File: src/pkg/fcs_pkg.sv
package fcs_pkg;

    // ----------------------------------------------------------------
    // Register offsets
    // ----------------------------------------------------------------
    localparam logic [15:0] ADR_DIV    = 16'h1820;
    localparam logic [15:0] ADR_PROT   = 16'h1824;
    localparam logic [15:0] ADR_STAT   = 16'h1825;
    localparam logic [15:0] ADR_CMD    = 16'h1826;
    localparam logic [15:0] ADR_NONVOLATILE_PROTECTION_IMAGE = 16'hFFBD;
    localparam logic [15:0] ARR_BASE   = 16'h8000;

    // ----------------------------------------------------------------
    // Field positions
    // ----------------------------------------------------------------
    localparam int ST_CBEF   = 7;
    localparam int ST_CCF    = 6;
    localparam int ST_PVIOL  = 5;
    localparam int ST_ACCERR = 4;
    localparam int DIV_PRE   = 6;
    localparam int PR_OPEN   = 7;
    localparam int PR_DIS    = 6;
    localparam int PR_SZ_HI  = 5;
    localparam int PR_SZ_LO  = 3;
    localparam int ROW_BITS  = 6;

    // ----------------------------------------------------------------
    // Command codes
    // ----------------------------------------------------------------
    localparam logic [7:0] CMD_BLANK = 8'h05;
    localparam logic [7:0] CMD_PROG  = 8'h20;
    localparam logic [7:0] CMD_BURST = 8'h25;
    localparam logic [7:0] CMD_PAGE  = 8'h40;
    localparam logic [7:0] CMD_MASS  = 8'h41;

    // ----------------------------------------------------------------
    // Timing counts in memory clock cycles
    // ----------------------------------------------------------------
    localparam logic [14:0] CYC_PROG  = 15'h0009;
    localparam logic [14:0] CYC_BURST = 15'h0004;
    localparam logic [14:0] CYC_PAGE  = 15'h0FA0;
    localparam logic [14:0] CYC_MASS  = 15'h4E20;
    localparam logic [14:0] CYC_BLANK = 15'h0001;

    // ----------------------------------------------------------------
    // Protection geometry and vectors
    // ----------------------------------------------------------------
    localparam logic [16:0] PROT_UNIT = 17'h00200;
    localparam logic [16:0] MEM_TOP   = 17'h10000;
    localparam logic [15:0] VEC_LO    = 16'hFFC0;
    localparam logic [15:0] VEC_HI    = 16'hFFFD;

    // ----------------------------------------------------------------
    // Reset values
    // ----------------------------------------------------------------
    localparam logic [7:0] RST_PROT = 8'hC0;
    localparam logic [5:0] RST_DIV  = 6'h00;

    // ----------------------------------------------------------------
    // Command build phases and states
    // ----------------------------------------------------------------
    localparam logic [1:0] PH_EMPTY = 2'h0;
    localparam logic [1:0] PH_ADDR  = 2'h1;
    localparam logic [1:0] PH_CMD   = 2'h2;

    typedef enum logic [1:0] {
        S_IDLE = 2'b01,
        S_RUN  = 2'b10
    } fcs_fsm_t;

    typedef struct packed {
        fcs_fsm_t    state;
        logic [1:0]  ph;
        logic [15:0] b_addr;
        logic [7:0]  b_data;
        logic [7:0]  b_cmd;
        logic        q;
        logic        divld;
        logic        prdiv8;
        logic [5:0]  div;
        logic [2:0]  pre;
        logic [5:0]  dcnt;
        logic        accerr;
        logic        pviol;
        logic        ccf;
        logic [7:0]  prot;
        logic        prot_ld;
        logic [15:0] cur_addr;
        logic [7:0]  cur_data;
        logic [7:0]  cur_cmd;
        logic [14:0] cnt;
        logic        pump;
        logic [7:0]  rdata;
        logic [15:0] vec;
    } fcs_state_t;

endpackage

File: src/logic/fcs_top.sv
// The strobed register port was left to the implementer.
`timescale 1ns/1ns
module fcs_top #(
    parameter logic [15:0] ARR_LO = fcs_pkg::ARR_BASE
) (
    input  wire logic        clk_sys,
    input  wire logic        arst_n,
    input  wire logic [15:0] addr,
    input  wire logic [7:0]  wdata,
    input  wire logic        wr_stb,
    input  wire logic        rd_stb,
    output logic      [7:0]  rdata,
    input  wire logic        bdm_access,
    input  wire logic        secured,
    input  wire logic        stop_mode,
    input  wire logic [7:0]  nonvolatile_protection_image,
    input  wire logic        vec_fetch,
    input  wire logic [15:0] vec_addr,
    output logic      [15:0] vec_addr_redir,
    output logic             pump_on,
    output logic             op_active,
    output logic      [7:0]  op_cmd,
    output logic      [15:0] op_addr,
    output logic      [7:0]  op_data
);

    // ----------------------------------------------------------------
    // Parameter check
    // ----------------------------------------------------------------
    if (ARR_LO[5:0] != 6'h00) begin : g_bad_base
        $error("ARR_LO must be row aligned");
    end

    fcs_pkg::fcs_state_t st_ff;
    fcs_pkg::fcs_state_t nxt_st;

    logic        err;
    logic        stop_err;
    logic        launch;
    logic        ctrl_hit;
    logic        arr_hit;
    logic        tick;
    logic        pre_wrap;
    logic        done;
    logic        chain;
    logic        code_ok;
    logic        prot_err;
    logic        prot_any;
    logic        prot_hit;
    logic        prot_whole;
    logic [16:0] blk_size;
    logic [16:0] blk_start;

    // ----------------------------------------------------------------
    // Cycle count per command
    // ----------------------------------------------------------------
    function automatic logic [14:0] cyc_of(input logic [7:0] c);
        logic [14:0] r;
        r = fcs_pkg::CYC_PROG;
        case (c)
            fcs_pkg::CMD_BLANK: r = fcs_pkg::CYC_BLANK;
            fcs_pkg::CMD_PAGE:  r = fcs_pkg::CYC_PAGE;
            fcs_pkg::CMD_MASS:  r = fcs_pkg::CYC_MASS;
            default:            r = fcs_pkg::CYC_PROG;
        endcase
        return r;
    endfunction

    // ----------------------------------------------------------------
    // Next state
    // ----------------------------------------------------------------
    always_comb begin
        nxt_st   = st_ff;
        err      = 1'b0;
        stop_err = 1'b0;
        launch   = 1'b0;
        done     = 1'b0;
        chain    = 1'b0;
        prot_err = 1'b0;
        ctrl_hit = (addr == fcs_pkg::ADR_DIV) || (addr == fcs_pkg::ADR_PROT) ||
                   (addr == fcs_pkg::ADR_STAT) || (addr == fcs_pkg::ADR_CMD);
        arr_hit  = addr >= ARR_LO;
        code_ok  = (wdata == fcs_pkg::CMD_BLANK) || (wdata == fcs_pkg::CMD_PROG) ||
                   (wdata == fcs_pkg::CMD_BURST) || (wdata == fcs_pkg::CMD_PAGE) ||
                   (wdata == fcs_pkg::CMD_MASS);

        // Protection decode
        prot_whole = !st_ff.prot[fcs_pkg::PR_OPEN];
        blk_size   = 17'(fcs_pkg::PROT_UNIT << st_ff.prot[fcs_pkg::PR_SZ_HI:fcs_pkg::PR_SZ_LO]);
        blk_start  = 17'(fcs_pkg::MEM_TOP - blk_size);
        prot_any   = prot_whole || !st_ff.prot[fcs_pkg::PR_DIS];
        prot_hit   = prot_whole ||
                     (!st_ff.prot[fcs_pkg::PR_DIS] && ({1'b0, st_ff.b_addr} >= blk_start));

        // Memory timing clock
        pre_wrap = !st_ff.prdiv8 || (st_ff.pre == 3'h7);
        tick     = st_ff.divld && pre_wrap && (st_ff.dcnt == st_ff.div);
        if (st_ff.divld) begin
            nxt_st.pre  = st_ff.prdiv8 ? 3'(st_ff.pre + 3'h1) : 3'h0;
            nxt_st.dcnt = !pre_wrap ? st_ff.dcnt : (tick ? 6'h00 : 6'(st_ff.dcnt + 6'h01));
        end

        // Array write, first step
        if (wr_stb && arr_hit && !st_ff.accerr) begin
            if (!st_ff.divld) err = 1'b1;
            if (st_ff.q) err = 1'b1;
            if (st_ff.ph != fcs_pkg::PH_EMPTY) err = 1'b1;
            if (!err) begin
                nxt_st.ph     = fcs_pkg::PH_ADDR;
                nxt_st.b_addr = addr;
                nxt_st.b_data = wdata;
            end
        end

        // Control access after the array write
        if (wr_stb && ctrl_hit && addr != fcs_pkg::ADR_CMD && st_ff.ph == fcs_pkg::PH_ADDR) begin
            err = 1'b1;
        end
        if ((wr_stb || rd_stb) && ctrl_hit && st_ff.ph == fcs_pkg::PH_CMD &&
            !(wr_stb && addr == fcs_pkg::ADR_STAT && wdata[fcs_pkg::ST_CBEF])) begin
            err = 1'b1;
        end

        // Command code
        if (wr_stb && addr == fcs_pkg::ADR_CMD && !st_ff.accerr) begin
            if (st_ff.ph != fcs_pkg::PH_ADDR) begin
                err = 1'b1;
            end else if (!code_ok) begin
                err = 1'b1;
            end else if (bdm_access && secured && (wdata == fcs_pkg::CMD_PROG ||
                         wdata == fcs_pkg::CMD_BURST || wdata == fcs_pkg::CMD_PAGE)) begin
                err = 1'b1;
            end else begin
                nxt_st.ph    = fcs_pkg::PH_CMD;
                nxt_st.b_cmd = wdata;
            end
        end

        // Status write: launch or cancel
        if (wr_stb && addr == fcs_pkg::ADR_STAT) begin
            if (!wdata[fcs_pkg::ST_CBEF] && st_ff.ph != fcs_pkg::PH_EMPTY) begin
                err = 1'b1;
            end
            if (wdata[fcs_pkg::ST_CBEF] && st_ff.ph == fcs_pkg::PH_CMD &&
                !st_ff.accerr) begin
                launch    = 1'b1;
                nxt_st.ph = fcs_pkg::PH_EMPTY;
                if ((st_ff.b_cmd == fcs_pkg::CMD_MASS && prot_any) ||
                    (st_ff.b_cmd != fcs_pkg::CMD_MASS && st_ff.b_cmd != fcs_pkg::CMD_BLANK &&
                     prot_hit)) begin
                    prot_err = 1'b1;
                end else begin
                    nxt_st.q = 1'b1;
                end
            end
        end

        // Divider written once
        if (wr_stb && addr == fcs_pkg::ADR_DIV && !st_ff.divld && !st_ff.accerr &&
            st_ff.ph == fcs_pkg::PH_EMPTY) begin
            nxt_st.divld  = 1'b1;
            nxt_st.prdiv8 = wdata[fcs_pkg::DIV_PRE];
            nxt_st.div    = wdata[5:0];
        end

        // Protection: debug path writes, plus the one image load after reset
        if (wr_stb && addr == fcs_pkg::ADR_PROT && bdm_access &&
            st_ff.ph == fcs_pkg::PH_EMPTY) begin
            nxt_st.prot = wdata;
        end
        if (!st_ff.prot_ld) begin
            nxt_st.prot    = nonvolatile_protection_image;
            nxt_st.prot_ld = 1'b1;
        end

        if (err) nxt_st.ph = fcs_pkg::PH_EMPTY;

        // Command executor
        case (st_ff.state)
            fcs_pkg::S_IDLE: begin
                if (st_ff.q) begin
                    nxt_st.state    = fcs_pkg::S_RUN;
                    nxt_st.q        = 1'b0;
                    nxt_st.cur_addr = st_ff.b_addr;
                    nxt_st.cur_data = st_ff.b_data;
                    nxt_st.cur_cmd  = st_ff.b_cmd;
                    nxt_st.cnt      = cyc_of(st_ff.b_cmd);
                    nxt_st.pump     = st_ff.b_cmd != fcs_pkg::CMD_BLANK;
                end
            end
            fcs_pkg::S_RUN: begin
                done  = tick && (st_ff.cnt == 15'h0001);
                chain = st_ff.cur_cmd == fcs_pkg::CMD_BURST && st_ff.q &&
                        st_ff.b_cmd == fcs_pkg::CMD_BURST &&
                        st_ff.b_addr[15:fcs_pkg::ROW_BITS] ==
                        st_ff.cur_addr[15:fcs_pkg::ROW_BITS] &&
                        st_ff.b_addr[fcs_pkg::ROW_BITS-1:0] != 6'h00;
                if (stop_mode && st_ff.cur_cmd != fcs_pkg::CMD_BLANK) begin
                    stop_err     = 1'b1;
                    nxt_st.state = fcs_pkg::S_IDLE;
                    nxt_st.pump  = 1'b0;
                    nxt_st.q     = 1'b0;
                end else if (done && chain) begin
                    nxt_st.q        = 1'b0;
                    nxt_st.cur_addr = st_ff.b_addr;
                    nxt_st.cur_data = st_ff.b_data;
                    nxt_st.cnt      = fcs_pkg::CYC_BURST;
                end else if (done) begin
                    nxt_st.state = fcs_pkg::S_IDLE;
                    nxt_st.pump  = 1'b0;
                end else if (tick) begin
                    nxt_st.cnt = 15'(st_ff.cnt - 15'h0001);
                end
            end
            default: begin
                nxt_st.state = fcs_pkg::S_IDLE;
                nxt_st.pump  = 1'b0;
            end
        endcase
        nxt_st.ccf = (nxt_st.state == fcs_pkg::S_IDLE) && !nxt_st.q;

        // Sticky flags: a set wins over the clear
        nxt_st.accerr = (st_ff.accerr &
                         !(wr_stb && addr == fcs_pkg::ADR_STAT && wdata[fcs_pkg::ST_ACCERR]))
                        | err | stop_err;
        nxt_st.pviol  = (st_ff.pviol &
                         !(wr_stb && addr == fcs_pkg::ADR_STAT && wdata[fcs_pkg::ST_PVIOL]))
                        | (launch && prot_err);

        // Register read
        nxt_st.rdata = 8'h00;
        if (rd_stb) begin
            case (addr)
                fcs_pkg::ADR_DIV:  nxt_st.rdata = {st_ff.divld, st_ff.prdiv8, st_ff.div};
                fcs_pkg::ADR_PROT: nxt_st.rdata = st_ff.prot;
                fcs_pkg::ADR_STAT: nxt_st.rdata = {!st_ff.q, st_ff.ccf, st_ff.pviol,
                                                   st_ff.accerr, 4'h0};
                fcs_pkg::ADR_CMD:  nxt_st.rdata = st_ff.b_cmd;
                default:           nxt_st.rdata = 8'h00;
            endcase
        end

        // Vector redirection
        nxt_st.vec = vec_addr;
        if (vec_fetch && st_ff.prot[fcs_pkg::PR_OPEN] && !st_ff.prot[fcs_pkg::PR_DIS] &&
            vec_addr >= fcs_pkg::VEC_LO && vec_addr <= fcs_pkg::VEC_HI) begin
            nxt_st.vec = 16'(vec_addr - blk_size[15:0]);
        end
    end

    // ----------------------------------------------------------------
    // State register
    // ----------------------------------------------------------------
    always_ff @(posedge clk_sys or negedge arst_n) begin
        if (!arst_n) begin
            st_ff        <= '0;
            st_ff.state  <= fcs_pkg::S_IDLE;
            st_ff.prot   <= fcs_pkg::RST_PROT;
            st_ff.div    <= fcs_pkg::RST_DIV;
            st_ff.ccf    <= 1'b1;
        end else begin
            st_ff <= nxt_st;
        end
    end

    assign rdata          = st_ff.rdata;
    assign vec_addr_redir = st_ff.vec;
    assign pump_on        = st_ff.pump;
    assign op_active      = st_ff.state == fcs_pkg::S_RUN;
    assign op_cmd         = st_ff.cur_cmd;
    assign op_addr        = st_ff.cur_addr;
    assign op_data        = st_ff.cur_data;
endmodule

File: config.mk
export PLATFORM = sky130hd
export DESIGN_NAME = fcs_top
export DESIGN_NICKNAME = d
export VERILOG_FILES = /design/src/pkg/fcs_pkg.sv /design/src/logic/fcs_top.sv
export SDC_FILE = /design/constraint.sdc
export NUM_CORES = 1
export LEC_CHECK = 0
export BUFFER_PORTS_ARGS = -buffer_cell sky130_fd_sc_hd__clkbuf_2
export CAP_MARGIN = 10
export CORE_UTILIZATION = 40
export DETAILED_ROUTE_END_ITERATION = 10
export PLACE_DENSITY = 0.64
export SYNTH_ARGS = -nofsm -noshare
export SYNTH_HDL_FRONTEND = slang
export SYNTH_SLANG_ARGS = --single-unit
File: constraint.sdc
create_clock -name clk_sys -period 4.4 [get_ports clk_sys]
set_clock_uncertainty 0.05 [all_clocks]
set_input_delay 0.22 -clock clk_sys [delete_from_list [all_inputs] [get_ports clk_sys]]
set_output_delay 0.22 -clock clk_sys [all_outputs]
set_load 0.03 [all_outputs]
==> reports/results.txt <==
The flow ran to the end, and the final reports show no timing, DRC or antenna violations. Among the stages of the critical path, the cell type that occurs most often is sky130_fd_sc_hd__or4b_1. By area, the combinational part of the netlist is dominated by simple AND/OR/NAND/NOR gates. The first global-routing pass estimated 29,100 um of wire. For the worst setup path, the data required time is 4.66 ns. The simple-gate portion of the synthesized area was 16.8%.

The period utilization is 81.1%. The share of the Yosys chip area taken by registers is 47.0%. In this run, distinct cell masters in the synthesized netlist total 63. The number of H-tree levels is 4, and the count of antenna diodes in the layout is 0. After clock tree synthesis, the clock-pin slew on the worst setup and hold paths is 0.06 ns.

Once detailed placement completed, the half-perimeter wirelength came to 13,000 um. Sink count of the clock tree: 138. No sink is reached through more buffers than the 2 on the longest clock path. For the worst-skew pair, the clock arrives at the later sink with an insertion delay of 0.42 ns.

Counting instances, the worst hold path has a depth of 2. The number of cell instances on the worst register-to-register path is 7. The via-per-instance ratio was 5.36; the number of global-route vias before repair was 5,407. The count of filler cells inserted in the layout was 1,690; the final number of max-transition violations was 0.

For the final weighted congestion in routability-driven placement, the log shows 0.849. In this design, the stage delay of the slowest critical-path cell is 0.55 ns. The XOR/XNOR share of the synthesized area came out at 3.10%. The post-route setup TNS was 0 ns. The worst endpoint data arrival time is 3.82 ns. Setup repair after global routing left no endpoint under its margin. Summed over all cells, the static leakage comes to 0.00401 uW. The run gives 0 as the post-CTS resize count. The floorplan step defined a die boundary enclosing 18,900 um^2. The post-synthesis sequential element count works out to 138.

Multiplexer cells account for 8.82% of the synthesized area. Of the cells placed in the final design, the portion with a size suffix greater than 1 is 26.1%. The synthesized-area fraction occupied by ao, oa, aoi and oai cells works out to 11.9%.

The cell chosen for the clock root is sky130_fd_sc_hd__clkbuf_16. Once layout is complete, the utilization of the core stands at 47.2%. The number of buffers inserted by port buffering was 113; the height of the die was 138 um. Static timing analysis puts the maximum clock frequency at 280 MHz. For this run, design rule violations remaining after detail routing come to 0.

For this design the ratio of total power to cell area is 384 nW/um^2. Number of warnings printed during yosys synthesis: 0. At the pin with the least slew margin, the transition time is 1.20 ns.

The initial antenna violation count is 0. STA classifies the critical path endpoint as a flop. Wires add up to 18,100 um. The classification of the worst setup path was reg2reg. The floorplan step set the die width to 138 um. Global routing used 20.5% of the available tracks. The cell area after synthesis was 7350 um^2; the pin count of the biggest net entering global routing was 109.

The proportion of synthesized flip-flops having asynchronous set or reset was 100%; the post-detailed-route wirelength per cell was 17.3 um. The logs give 5,598 for the vias after detailed routing and 5 for the number of detailed-route iterations in the first pass. The top fanout value on the critical path works out to 25. TritonCTS built the clock tree. Of the total synthesized cell area, the portion taken by full adders, half adders and majority gates is 3.57%.

Number of nets with antenna violations after detailed routing: 0. The tightest min-delay check is of the in2reg type. After floorplanning, the core was sized to cover 18,000 um^2.

The tools report the initial core utilization as 40.9%. Gate count of the mapped netlist: 735. The detailed router finished its first iteration with 411 violations. The run gives 880 as the net count reported at finish. The run gives 0 as the aggregate global routing overflow. The worst-path cell with the longest stage delay is sky130_fd_sc_hd__or4b_1. The number of hold violations in the final report came out at 0.

The synthesis-to-layout area growth was 15.2%. The tools report the number of standard-cell rows in the floorplan as 49. In this run the tightest slew margin relative to its limit is 19.4%. The number of maximum-capacitance violations was 0.

The CTS buffer count was 17; the average cell area after synthesis was 10.0 um^2. Setup violations remaining at the end of the flow were counted as 0. The predominant post-synthesis flop cell is sky130_fd_sc_hd__dfrtp_1. STA classifies the critical path startpoint as a flop. Counting every net in the synthesized netlist gives 812. For the finished layout, the period the worst path requires is 3.57 ns. The tools report the number of top-level pins as 114.

The signal on the critical path passes through or4b_1, o41a_1, nor3_1, or4b_1, nand2_1, o21ai_0, a22o_1. The synthesized design contains 0 enable-type register cells. The tools report the maximum resistive drop on vdd as 0.294 mV.
-- area by class of cell --
class / count / area (um^2) / share of cell area [%]
Timing Repair Buffer: 142 / 845 / 9.97
Clock inverter: 9 / 75.1 / 0.886
Tap cell: 229 / 287 / 3.38
Multi-Input combinational cell: 485 / 3280 / 38.7
Inverter: 19 / 71.3 / 0.842
Clock buffer: 22 / 454 / 5.36
Sequential cell: 138 / 3460 / 40.8
-- cells by family (layout without fill, tap and decap cells) --
kind of cell    count (synthesis)  count (layout)
fa+ha+maj                      21              21
xor+xnor                       26              26
simple gates                  245             245
other cells                     1               1
mux                            59              59
buf+inv                       112             192
compound gates                133             133
flops                         138             138
-- flip-flops by register name (all words and copies together) (netlist names) --
signal / count
op_addr: 16
op_cmd: 8
op_data: 8
pump_on: 1
rdata: 8
st_ff: 81
vec_addr_redir: 16
-- worst max-delay path: cells and delay by family (launching register included) --
family	cells	cell delay, ns
and+or+nand+nor	4	2.11
AOI/OAI and AO/OA	3	0.89
DFF	1	0.39
-- cells in the final DEF (no fill, tap or decap), types with 7 or more instances in the layout --
cell type,netlist,final
sky130_fd_sc_hd__dfrtp_1,134,134
sky130_fd_sc_hd__nor2b_1,7,7
sky130_fd_sc_hd__dlygate4sd3_1,0,23
sky130_fd_sc_hd__nor3_1,18,18
sky130_fd_sc_hd__clkbuf_2,0,112
sky130_fd_sc_hd__inv_1,19,19
sky130_fd_sc_hd__o21a_1,7,7
sky130_fd_sc_hd__nand2b_1,10,10
sky130_fd_sc_hd__mux2_2,46,46
sky130_fd_sc_hd__and2_1,7,7
sky130_fd_sc_hd__clkbuf_16,0,17
sky130_fd_sc_hd__nor4_1,15,14
sky130_fd_sc_hd__a22o_1,9,9
sky130_fd_sc_hd__nand2_1,89,89
sky130_fd_sc_hd__xnor2_1,11,11
sky130_fd_sc_hd__xor2_1,15,15
sky130_fd_sc_hd__a21oi_1,16,15
sky130_fd_sc_hd__o21ai_0,54,54
sky130_fd_sc_hd__ha_1,21,21
sky130_fd_sc_hd__nand3_1,14,14
sky130_fd_sc_hd__nand4_1,10,10
sky130_fd_sc_hd__mux2i_1,13,13
sky130_fd_sc_hd__nor2_1,38,38
sky130_fd_sc_hd__or2_2,7,7
-- path summary, 6_finish.rpt --
| kind | endpoint | slack, ns | start |
|---|---|---|---|
| worst max-delay path | st_ff[35]$_DFFE_PN0P_ | 0.83 | op_cmd[7]$_DFFE_PN0P_ |
| worst min-delay path | st_ff[131]$_DFFE_PN0P_ | 0.03 | addr[13] |
| worst min register to register | st_ff[90]$_DFFE_PN0P_ | 0.43 | st_ff[90]$_DFFE_PN0P_ |
| max in group asynchronous | st_ff[79]$_DFFE_PN1P_ | 2.81 | arst_n |
| worst max register to register | st_ff[35]$_DFFE_PN0P_ | 0.83 | op_cmd[7]$_DFFE_PN0P_ |
| min in group asynchronous | vec_addr_redir[2]$_DFF_PN0_ | 0.46 | arst_n |
-- Yosys cell counts (4+ instances only) --
| library cell | instances | area (um^2) |
|---|---|---|
| sky130_fd_sc_hd__mux2i_1 | 13 | 130 |
| sky130_fd_sc_hd__inv_1 | 19 | 71.3 |
| sky130_fd_sc_hd__a222oi_1 | 4 | 40.0 |
| sky130_fd_sc_hd__o21a_1 | 7 | 52.6 |
| sky130_fd_sc_hd__xnor2_1 | 11 | 96.3 |
| sky130_fd_sc_hd__nor4_1 | 15 | 93.8 |
| sky130_fd_sc_hd__o22ai_1 | 4 | 25.0 |
| sky130_fd_sc_hd__ha_1 | 21 | 263 |
| sky130_fd_sc_hd__nand2_1 | 89 | 334 |
| sky130_fd_sc_hd__o31ai_1 | 4 | 30.0 |
| sky130_fd_sc_hd__nor3_1 | 18 | 90.1 |
| sky130_fd_sc_hd__xor2_1 | 15 | 131 |
| sky130_fd_sc_hd__a21oi_1 | 16 | 80.1 |
| sky130_fd_sc_hd__nand3_1 | 14 | 70.1 |
| sky130_fd_sc_hd__dfstp_2 | 4 | 105 |
| sky130_fd_sc_hd__nor2b_1 | 7 | 43.8 |
| sky130_fd_sc_hd__or2_2 | 7 | 43.8 |
| sky130_fd_sc_hd__a22o_1 | 9 | 78.8 |
| sky130_fd_sc_hd__clkbuf_1 | 35 | 131 |
| sky130_fd_sc_hd__nor2_1 | 38 | 143 |
| sky130_fd_sc_hd__or4_1 | 4 | 30.0 |
| sky130_fd_sc_hd__nand2b_1 | 10 | 62.6 |
| sky130_fd_sc_hd__mux2_2 | 46 | 518 |
| sky130_fd_sc_hd__and2_1 | 7 | 43.8 |
| sky130_fd_sc_hd__buf_4 | 57 | 428 |
| sky130_fd_sc_hd__nand4_1 | 10 | 62.6 |
| sky130_fd_sc_hd__dfrtp_1 | 134 | 3350 |
| sky130_fd_sc_hd__o21ai_0 | 54 | 270 |
| sky130_fd_sc_hd__a22oi_1 | 5 | 37.5 |
-- power breakdown --
| part | internal [uW] | switching [uW] | total (uW) |
|---|---|---|---|
| sequential | 1320 | 52.8 | 1380 |
| clock | 781 | 523 | 1300 |
| combinational | 208 | 362 | 569 |
| total | 2310 | 938 | 3250 |
-- timing repair --
item	4_1_cts	5_1_grt
endpoints found under the hold margin	126	1
hold buffers	22	1
endpoints found under the setup margin	0	0
setup buffers	0	0
-- metrics by stage --
step	hold slack (ns)	cells	power (uW)	worst slack, ns	area, um^2
floorplan	-0.126	735	1780	1.45	7350
global placement	0.284	989	1950	0.956	7710
detailed placement	0.282	989	1950	0.850	7710
CTS	0.000467	1042	3280	0.851	8460
global route	0.0138	1044	3410	0.552	8470
finish	0.0261	1044	3250	0.831	8470
-- per-layer routing --
metal	global-route usage [%]	vias to the layer above	wire [um]
met2	31.5	155	8290
met1	28.5	2741	8540
met3	5.11	18	1080
met5	0	-	0
li1	-	2684	-
met4	5.86	0	177
(Power assumes the default switching activity.)
